File: config.mk
export PLATFORM = sky130hd
export DESIGN_NAME = tbf_frame_filter
export DESIGN_NICKNAME = d
export VERILOG_FILES = /design/src/logic/tbf_pkg.sv /design/src/logic/tbf_fifo_if.sv /design/src/logic/tbf_fifo.sv /design/src/logic/tbf_frame_filter.sv
export VERILOG_INCLUDE_DIRS = /design/src /design/src/logic
export SDC_FILE = /design/constraint.sdc
export NUM_CORES = 1
export LEC_CHECK = 0
export ABC_AREA = 1
export BUFFER_PORTS_ARGS = -buffer_cell sky130_fd_sc_hd__clkbuf_2
export CORE_MARGIN = 5
export CORE_UTILIZATION = 60
export DETAILED_ROUTE_END_ITERATION = 8
export PLACE_DENSITY = 0.88
export SLEW_MARGIN = 20
export SYNTH_ARGS = -nofsm -noshare
export SYNTH_HDL_FRONTEND = slang
export SYNTH_HIERARCHICAL = 1
export SYNTH_SLANG_ARGS = --single-unit
File: constraint.sdc
create_clock -name clk_i -period 5.05 [get_ports clk_i]
set_input_delay 1.01 -clock clk_i [delete_from_list [all_inputs] [get_ports clk_i]]
set_output_delay 1.01 -clock clk_i [all_outputs]
set_load 0.05 [all_outputs]
File: src/logic/tbf_consts.svh
`ifndef TBF_CONSTS_SVH
`define TBF_CONSTS_SVH

// preamble octets
`define TBF_PRE_FIRST    8'h55
`define TBF_PRE_SECOND   8'hFF

// frame type codes
`define TBF_FT_TOKEN     8'h00
`define TBF_FT_POLL      8'h01
`define TBF_FT_POLL_REPLY 8'h02
`define TBF_FT_IPV6      8'h0A

// node id values
`define TBF_ID_BCAST     8'hFF
`define TBF_ID_NONE      8'h00
`define TBF_ID_UNI_MAX   8'h7F

// payload bounds in octets: 1500 max, 1280 least datagram
`define TBF_MAX_LEN      16'h05DC
`define TBF_MIN_MTU      16'h0500

// data check value is four octets, counted 0..3
`define TBF_DCRC_LAST    2'h3

// dispatch octets and field positions
`define TBF_DISP_EXT     8'h40
`define TBF_DISP_IPV6    8'h41
`define TBF_DISP_TOP     7:6
`define TBF_DISP_HDRC    7:5

// payload buffer
`define TBF_FIFO_DEPTH   16
`define TBF_FIFO_SLACK   3

`endif

File: src/logic/tbf_pkg.sv
package tbf_pkg;

	typedef enum logic [3:0] {
		ST_IDLE = 4'b0000,
		ST_PRE  = 4'b0001,
		ST_TYPE = 4'b0010,
		ST_DST  = 4'b0011,
		ST_SRC  = 4'b0100,
		ST_LENH = 4'b0101,
		ST_LENL = 4'b0110,
		ST_HCRC = 4'b0111,
		ST_DISP = 4'b1000,
		ST_ESC  = 4'b1001,
		ST_DATA = 4'b1010,
		ST_DCRC = 4'b1011
	} tbf_state_t;

	typedef enum logic [1:0] {
		RT_NONE = 2'b00,
		RT_IPV6 = 2'b01,
		RT_HDRC = 2'b10,
		RT_EXT  = 2'b11
	} tbf_route_t;

endpackage : tbf_pkg

File: src/logic/tbf_fifo_if.sv
`timescale 1ns/1ns
// payload buffer handshake, write and read sides
interface tbf_fifo_if #(
	parameter int W  = 9,
	parameter int LW = 5
);
	logic          wr_vld;
	logic          wr_rdy;
	logic [W-1:0]  wr_data;
	logic          rd_vld;
	logic          rd_rdy;
	logic [W-1:0]  rd_data;
	logic [LW-1:0] level;

	modport fifo (input wr_vld, input wr_data, output wr_rdy,
		output rd_vld, output rd_data, input rd_rdy, output level);
	modport user (output wr_vld, output wr_data, input wr_rdy,
		input rd_vld, input rd_data, output rd_rdy, input level);
endinterface : tbf_fifo_if

File: src/logic/tbf_fifo.sv
`timescale 1ns/1ns
`include "tbf_consts.svh"
module tbf_fifo import tbf_pkg::*; #(
	parameter int W = 9,
	parameter int D = `TBF_FIFO_DEPTH
) (
	input  wire logic clk_i,
	input  wire logic rst_b_i,
	tbf_fifo_if.fifo  f
);
	localparam int AW = $clog2(D);

	logic [W-1:0]  mem [D];
	logic [AW-1:0] wr_ptr_r;
	logic [AW-1:0] rd_ptr_r;
	logic [AW:0]   cnt_r;
	logic          out_vld_r;
	logic [W-1:0]  out_data_r;
	logic          push;
	logic          pop;

	// output stage is a register so the reader sees flop outputs
	assign f.wr_rdy  = cnt_r < (AW+1)'(D);
	assign push      = f.wr_vld && f.wr_rdy;
	assign pop       = (cnt_r != '0) && (!out_vld_r || f.rd_rdy);
	assign f.rd_vld  = out_vld_r;
	assign f.rd_data = out_data_r;
	assign f.level   = cnt_r;

	// storage, no reset needed on data
	always_ff @(posedge clk_i) begin
		if (push) begin
			mem[wr_ptr_r] <= f.wr_data;
		end
	end

	// pointers and occupancy
	always_ff @(posedge clk_i or negedge rst_b_i) begin
		if (!rst_b_i) begin
			wr_ptr_r <= '0;
			rd_ptr_r <= '0;
			cnt_r    <= '0;
		end else begin
			if (push) begin
				wr_ptr_r <= wr_ptr_r + 1'b1;
			end
			if (pop) begin
				rd_ptr_r <= rd_ptr_r + 1'b1;
			end
			cnt_r <= cnt_r + (AW+1)'(push) - (AW+1)'(pop);
		end
	end

	// read register refills whenever empty or taken
	always_ff @(posedge clk_i or negedge rst_b_i) begin
		if (!rst_b_i) begin
			out_vld_r  <= 1'b0;
			out_data_r <= '0;
		end else if (pop) begin
			out_vld_r  <= 1'b1;
			out_data_r <= mem[rd_ptr_r];
		end else if (f.rd_rdy) begin
			out_vld_r  <= 1'b0;
		end
	end
endmodule : tbf_fifo

File: src/logic/tbf_frame_filter.sv
`timescale 1ns/1ns
`include "tbf_consts.svh"
module tbf_frame_filter import tbf_pkg::*; #(
	parameter int FIFO_D = `TBF_FIFO_DEPTH
) (
	input  wire logic       clk_i,
	input  wire logic       rst_b_i,
	input  wire logic [7:0] own_id_i,
	input  wire logic [7:0] rx_octet_i,
	input  wire logic       rx_octet_vld_i,
	output logic            rx_ready_o,
	output logic            ctl_evt_o,
	output logic [1:0]      ctl_type_o,
	output logic [7:0]      ctl_src_o,
	output logic [7:0]      pay_data_o,
	output logic            pay_last_o,
	output logic            pay_valid_o,
	input  wire logic       pay_ready_i,
	output logic [1:0]      route_o,
	output logic [7:0]      dispatch_o,
	output logic            bcast_o,
	output logic            addr_err_o,
	output logic            len_err_o,
	output logic            disp_drop_o,
	input  wire logic       tx_req_i,
	input  wire logic       tx_mcast_i,
	input  wire logic [7:0] tx_dst_i,
	output logic            tx_go_o,
	output logic            tx_reject_o,
	output logic [7:0]      tx_ftype_o,
	output logic [7:0]      tx_dst_o,
	output logic [7:0]      tx_src_o
);
	localparam int LW = $clog2(FIFO_D) + 1;

	tbf_fifo_if #(.W(9), .LW(LW)) pf ();

	logic        rst_s1_b_r;
	logic        rst_q_b_r;
	tbf_state_t  st_r;
	logic [7:0]  ftype_r;
	logic [7:0]  dst_r;
	logic [7:0]  src_r;
	logic [15:0] len_r;
	logic [15:0] left_r;
	logic [1:0]  crc_cnt_r;
	logic        keep_r;
	logic        rx_rdy_r;
	logic        take;
	logic        last_oct;
	logic        uni_ok_dst;
	logic        id_bad;
	logic        ctl_type;
	logic        ctl_evt_r;
	logic [1:0]  ctl_type_r;
	logic [7:0]  ctl_src_r;
	tbf_route_t  route_r;
	logic [7:0]  dispatch_r;
	logic        bcast_r;
	logic        addr_err_r;
	logic        len_err_r;
	logic        disp_drop_r;
	logic        tx_go_r;
	logic        tx_reject_r;
	logic        tx_mc_r;
	logic [7:0]  tx_ftype_r;
	logic [7:0]  tx_dst_r;
	logic [7:0]  tx_src_r;
	logic [7:0]  tx_dst_pick;
	logic        tx_ok;

	// reset released through two flops
	always_ff @(posedge clk_i or negedge rst_b_i) begin
		if (!rst_b_i) begin
			rst_s1_b_r <= 1'b0;
			rst_q_b_r  <= 1'b0;
		end else begin
			rst_s1_b_r <= 1'b1;
			rst_q_b_r  <= rst_s1_b_r;
		end
	end

	// octet source is same-clock UART logic, so no synchroniser
	assign take     = rx_octet_vld_i && rx_rdy_r;
	assign last_oct = left_r == 16'h0001;
	assign ctl_type = ftype_r <= `TBF_FT_POLL_REPLY;
	assign id_bad   = (src_r == `TBF_ID_NONE) || (src_r == `TBF_ID_BCAST) || (dst_r == `TBF_ID_NONE);

	// frame walker: preamble, header, dispatch, data, check octets
	always_ff @(posedge clk_i or negedge rst_q_b_r) begin
		if (!rst_q_b_r) begin
			st_r      <= ST_IDLE;
			ftype_r   <= 8'h00;
			dst_r     <= 8'h00;
			src_r     <= 8'h00;
			len_r     <= 16'h0000;
			left_r    <= 16'h0000;
			crc_cnt_r <= 2'h0;
		end else if (take) begin
			case (st_r)
				ST_IDLE: begin
					if (rx_octet_i == `TBF_PRE_FIRST) begin
						st_r <= ST_PRE;
					end
				end
				ST_PRE: begin
					if (rx_octet_i == `TBF_PRE_SECOND) begin
						st_r <= ST_TYPE;
					end else if (rx_octet_i != `TBF_PRE_FIRST) begin
						st_r <= ST_IDLE;
					end
				end
				ST_TYPE: begin
					ftype_r <= rx_octet_i;
					st_r    <= ST_DST;
				end
				ST_DST: begin
					dst_r <= rx_octet_i;
					st_r  <= ST_SRC;
				end
				ST_SRC: begin
					src_r <= rx_octet_i;
					st_r  <= ST_LENH;
				end
				ST_LENH: begin
					len_r[15:8] <= rx_octet_i;
					st_r        <= ST_LENL;
				end
				ST_LENL: begin
					len_r[7:0] <= rx_octet_i;
					st_r       <= ST_HCRC;
				end
				ST_HCRC: begin
					// header check is verified by the UART layer, only skipped here
					left_r    <= len_r;
					crc_cnt_r <= 2'h0;
					st_r      <= (len_r == 16'h0000) ? ST_IDLE : ST_DISP;
				end
				ST_DISP: begin
					left_r <= left_r - 16'h0001;
					if (last_oct) begin
						st_r <= ST_DCRC;
					end else if (rx_octet_i == `TBF_DISP_EXT) begin
						st_r <= ST_ESC;
					end else begin
						st_r <= ST_DATA;
					end
				end
				ST_ESC, ST_DATA: begin
					left_r <= left_r - 16'h0001;
					if (last_oct) begin
						st_r <= ST_DCRC;
					end else begin
						st_r <= ST_DATA;
					end
				end
				ST_DCRC: begin
					// four check octets, 32-bit value
					crc_cnt_r <= crc_cnt_r + 2'h1;
					if (crc_cnt_r == `TBF_DCRC_LAST) begin
						st_r <= ST_IDLE;
					end
				end
				default: begin
					st_r <= ST_IDLE;
				end
			endcase
		end
	end

	// header verdict: accept IPv6 frames for us or broadcast
	always_ff @(posedge clk_i or negedge rst_q_b_r) begin
		if (!rst_q_b_r) begin
			keep_r     <= 1'b0;
			bcast_r    <= 1'b0;
			addr_err_r <= 1'b0;
			len_err_r  <= 1'b0;
		end else begin
			addr_err_r <= 1'b0;
			len_err_r  <= 1'b0;
			if (take && st_r == ST_HCRC) begin
				keep_r <= 1'b0;
				if (ftype_r == `TBF_FT_IPV6 && len_r != 16'h0000) begin
					if (id_bad) begin
						addr_err_r <= 1'b1;
					end else if (len_r > `TBF_MAX_LEN) begin
						len_err_r <= 1'b1;
					end else if (dst_r == `TBF_ID_BCAST) begin
						keep_r  <= 1'b1;
						bcast_r <= 1'b1;
					end else if (dst_r == own_id_i) begin
						keep_r  <= 1'b1;
						bcast_r <= 1'b0;
					end
				end
			end else if (take && st_r == ST_DISP && keep_r) begin
				if (rx_octet_i[`TBF_DISP_TOP] != 2'b01) begin
					keep_r <= 1'b0;
				end else if (rx_octet_i != `TBF_DISP_EXT && rx_octet_i != `TBF_DISP_IPV6
					&& rx_octet_i[`TBF_DISP_HDRC] != 3'b011) begin
					keep_r <= 1'b0;
				end
			end
		end
	end

	// dispatch decode and route report; drop pulses on foreign or reserved
	always_ff @(posedge clk_i or negedge rst_q_b_r) begin
		if (!rst_q_b_r) begin
			route_r     <= RT_NONE;
			dispatch_r  <= 8'h00;
			disp_drop_r <= 1'b0;
		end else begin
			disp_drop_r <= 1'b0;
			if (take && st_r == ST_DISP && keep_r) begin
				dispatch_r <= rx_octet_i;
				if (rx_octet_i[`TBF_DISP_TOP] != 2'b01) begin
					route_r     <= RT_NONE;
					disp_drop_r <= 1'b1;
				end else if (rx_octet_i == `TBF_DISP_IPV6) begin
					route_r <= RT_IPV6;
				end else if (rx_octet_i[`TBF_DISP_HDRC] == 3'b011) begin
					route_r <= RT_HDRC;
				end else if (rx_octet_i != `TBF_DISP_EXT) begin
					route_r     <= RT_NONE;
					disp_drop_r <= 1'b1;
				end
			end else if (take && st_r == ST_ESC && keep_r) begin
				dispatch_r <= rx_octet_i;
				route_r    <= RT_EXT;
			end
		end
	end

	// control frames with no payload are reported to the token logic
	always_ff @(posedge clk_i or negedge rst_q_b_r) begin
		if (!rst_q_b_r) begin
			ctl_evt_r  <= 1'b0;
			ctl_type_r <= 2'b00;
			ctl_src_r  <= 8'h00;
		end else begin
			ctl_evt_r <= 1'b0;
			if (take && st_r == ST_HCRC && len_r == 16'h0000 && ctl_type) begin
				ctl_evt_r  <= 1'b1;
				ctl_type_r <= ftype_r[1:0];
				ctl_src_r  <= src_r;
			end
		end
	end

	// compressed dispatch octet is kept: decoder needs its low bits
	assign pf.wr_vld  = take && keep_r && ((st_r == ST_DATA)
		|| (st_r == ST_DISP && rx_octet_i[`TBF_DISP_HDRC] == 3'b011));
	assign pf.wr_data = {last_oct, rx_octet_i};
	assign pf.rd_rdy  = pay_ready_i;

	tbf_fifo #(.W(9), .D(FIFO_D)) u_fifo (
		.clk_i   (clk_i),
		.rst_b_i (rst_q_b_r),
		.f       (pf.fifo)
	);

	// ready lags level by a cycle, so keep spare room for in-flight octets
	always_ff @(posedge clk_i or negedge rst_q_b_r) begin
		if (!rst_q_b_r) begin
			rx_rdy_r <= 1'b0;
		end else begin
			rx_rdy_r <= pf.level <= LW'(FIFO_D - `TBF_FIFO_SLACK);
		end
	end

	// transmit address policy
	assign uni_ok_dst  = tx_dst_i != `TBF_ID_NONE && tx_dst_i <= `TBF_ID_UNI_MAX;
	assign tx_dst_pick = tx_mcast_i ? `TBF_ID_BCAST : tx_dst_i;
	assign tx_ok       = own_id_i != `TBF_ID_NONE && own_id_i <= `TBF_ID_UNI_MAX
		&& (tx_mcast_i || uni_ok_dst);

	always_ff @(posedge clk_i or negedge rst_q_b_r) begin
		if (!rst_q_b_r) begin
			tx_go_r     <= 1'b0;
			tx_reject_r <= 1'b0;
			tx_mc_r     <= 1'b0;
			tx_ftype_r  <= 8'h00;
			tx_dst_r    <= 8'h00;
			tx_src_r    <= 8'h00;
		end else begin
			tx_go_r     <= tx_req_i && tx_ok;
			tx_reject_r <= tx_req_i && !tx_ok;
			if (tx_req_i && tx_ok) begin
				tx_mc_r    <= tx_mcast_i;
				tx_ftype_r <= `TBF_FT_IPV6;
				tx_dst_r   <= tx_dst_pick;
				tx_src_r   <= own_id_i;
			end
		end
	end

	assign rx_ready_o  = rx_rdy_r;
	assign ctl_evt_o   = ctl_evt_r;
	assign ctl_type_o  = ctl_type_r;
	assign ctl_src_o   = ctl_src_r;
	assign pay_data_o  = pf.rd_data[7:0];
	assign pay_last_o  = pf.rd_data[8];
	assign pay_valid_o = pf.rd_vld;
	assign route_o     = route_r;
	assign dispatch_o  = dispatch_r;
	assign bcast_o     = bcast_r;
	assign addr_err_o  = addr_err_r;
	assign len_err_o   = len_err_r;
	assign disp_drop_o = disp_drop_r;
	assign tx_go_o     = tx_go_r;
	assign tx_reject_o = tx_reject_r;
	assign tx_ftype_o  = tx_ftype_r;
	assign tx_dst_o    = tx_dst_r;
	assign tx_src_o    = tx_src_r;
endmodule : tbf_frame_filter

==> run summary <==
drt first pass iters: 6
HP Class: primary input to asynchronous set/reset pin
Starting Density: 60.8%
commonest non-fill, non-tap cells in the layout: nand2_1, inv_1, edfxtp_1
pwr dens: 444 nW/um^2
fin. max-slew vios: 0
DRT antenna net count: 0
Clock Latency Late Sink: 0.54 ns
Via density: 5.61
chip width: 156 um
Synth Flop Type: edfxtp_1
Routability Congestion: 0.893
CTS root buf: clkbuf_16
HPWL Detailed: 20300 um
outcome: completed
CTS clk-pin slew, worst paths: 0.06 ns
post-route cell area: 14100 sq um
Ports: 92
Post-Syn Area: 12800 sq um
postcts setup bufs: 0
headroom to the max-slew limit: 30.6%
Post-synth ARST share: 48.0%
CTS Buf Count: 28
startpoint types: primary input
max_cap viols: 0
Final Hold Viols: 0
Filler cells: 1512
Post-CTS Hold Buffers: 0
drt drc: 0
wire per inst: 17.4 um
Slew @ Worst Pin: 1.04 ns
RSZ-0062 raised after global routing: false
Port Buffers: 85
Ys Warns: 6
crit end category: register
placed cells: 1730
Finish-stage setup viols: 0
vias: 9991
Seq/Total Area, Yosys: 59.8%
Fmax: 310 MHz
setup TNS: 0 ns
leakage: 6.63 nW
Std-Cell Rows: 53
Finished Layout Cells: 1781
clk sinks: 277
CTS tree: built
number of global-route vias before repair: 9713
post-CTS sizing: 0
DR iter-0 viols: 985
Seq pwr share: 41.5%
Critical Path AT: 3.39 ns
CP Class: primary input to register
Setup WS pre-CTS: 1.39 ns
largest net degree at the start of global routing: 76
Tot GR Track Use: 25.4%
first-pass GRT wire length: 49100 um
layout cells sized above 1: 10.1%
initial antenna violation count: 1
Seq cells post-synth: 277
grt ovf: 0
Die Area: 24300 sq um
sw frac: 35.2%
synthesis-to-finish area growth: 10.5%
Mapped Avg Cell Area: 9.05 sq um
clock skew: 0.0251 ns
Mapped Cells: 1413
final worst slack: 1.83 ns
min Tclk post-route: 3.22 ns
H-tree depth: 1
Int Pwr: 4.07 mW
fin crit share: 63.8%
post-synth cell types: 42
CORE AREA: 21000 sq um
most common cell after layout, fill and taps aside: nand2_1
Crit path required time: 5.22 ns
drt total wl: 30900 um
clock tree buffer depth: 3
maximum VDD drop: 311 uV
Die Y: 156 um
Ant. Diodes: 0
number of flops mapped to enable cells by yosys: 144
fin nets: 1530
worst hold slack: 0.258 ns
Comb power frac: 27.0%
Clk pwr share: 31.5%
placed cell area: 13300 sq um
crit path max fanout: 9
Psw: 2.21 mW
[final cells by class]
type | instances | area, sq um | share of cell area (%)
Multi-Input combinational cell | 886 | 4040 | 28.5
Inverter | 203 | 766 | 5.42
Timing Repair Buffer | 89 | 455 | 3.22
Sequential cell | 277 | 7660 | 54.2
Clock inverter | 10 | 90.1 | 0.637
Clock buffer | 41 | 790 | 5.58
Tap cell | 275 | 344 | 2.43
[worst max-delay path: stages]
cell      delay [ns]
clkbuf_2        0.09
nand2_1         0.15
inv_1           0.22
nand2_1         0.14
nor4_1          0.37
nand2_1         0.22
inv_1           0.21
nand2_1         0.22
nor2_1          0.75
[per-layer routing]
layer	GRT usage [%]	share of wire, %	up-vias
met3	4.05	7.3	119
met1	31.9	37	4750
met2	43.0	50	485
li1	-	-	4637
met5	0	0	-
met4	12.6	5.2	0
[power groups by stage]
stage	logic [mW]	registers (mW)	clock network, mW
final	1.70	2.61	1.98
after detailed placement	1.66	2.65	0
after global routing	1.84	2.62	2.10
after CTS	1.67	2.60	2.00
after floorplan	1.08	2.83	0
after global placement	1.60	2.64	0
[cells by family (layout without fill, tap and decap cells)]
| group | Yosys count | count (layout) | share of synthesized area [%] |
|---|---|---|---|
| simple gates | 707 | 707 | 22.6 |
| flops | 277 | 277 | 59.8 |
| buf+inv | 255 | 343 | 8.77 |
| compound gates | 137 | 137 | 5.83 |
| xor+xnor | 20 | 20 | 1.37 |
| fa+ha+maj | 15 | 15 | 1.53 |
| other cells | 2 | 7 | 0.0587 |
[synthesized netlist by cell type (4+ instances only)]
library cell  count  area share (%)
clkbuf_1          9            0.26
buf_4            12            0.70
nand3_1         139             5.4
nand4_1           6            0.29
xnor2_1           8            0.55
nor2_1          110             3.2
xor2_1           12            0.82
inv_1           195             5.7
o21ai_0          97             3.8
o21ai_2           4            0.27
edfxtp_1        144              34
inv_2             4            0.12
nand2_1         434              13
buf_6            12             1.1
nand2_2           4            0.20
a31oi_1           4            0.20
buf_2            18            0.70
o21ai_1           7            0.27
dfrtp_1         133              26
nor3_1            6            0.23
ha_1             14             1.4
a21oi_1          12            0.47
[sequential cells by signal, summed over array words and instances (netlist names), 5 cells and up]
name / flops
u_fifo/f.level: 5
u_fifo/mem: 144
len_r: 16
ftype_r: 8
src_r: 8
ctl_src_o: 8
tx_src_o: 8
left_r: 16
dispatch_o: 8
tx_dst_o: 8
u_fifo/f.rd_data: 9
dst_r: 8
[path summary, 6_finish.rpt]
path | cells after the start | endpoint | slack, ns | from
setup / recovery | 9 | u_fifo/mem[14][8] | 1.83 | rx_octet_vld_i
hold / removal | 1 | rst_q_b_r | 0.26 | rst_b_i
setup reg to reg | 10 | u_fifo/f.rd_data[1] | 1.91 | u_fifo/rd_ptr_r[0]
hold reg to reg | 0 | rst_q_b_r | 0.35 | rst_s1_b_r
max in group asynchronous | 1 | u_fifo/rd_ptr_r[0] | 3.23 | rst_q_b_r
min in group clk_i | 0 | rst_q_b_r | 0.35 | rst_s1_b_r
[stage by stage]
step / utilization (%) / power [mW]
after floorplan: - / 3.91
after global placement: 63.1 / 4.25
after detailed placement: 63.1 / 4.31
after CTS: 67.2 / 6.28
after global routing: 67.3 / 6.56
final: 67.3 / 6.28
Note: power is estimated with default switching activity, not from simulation.
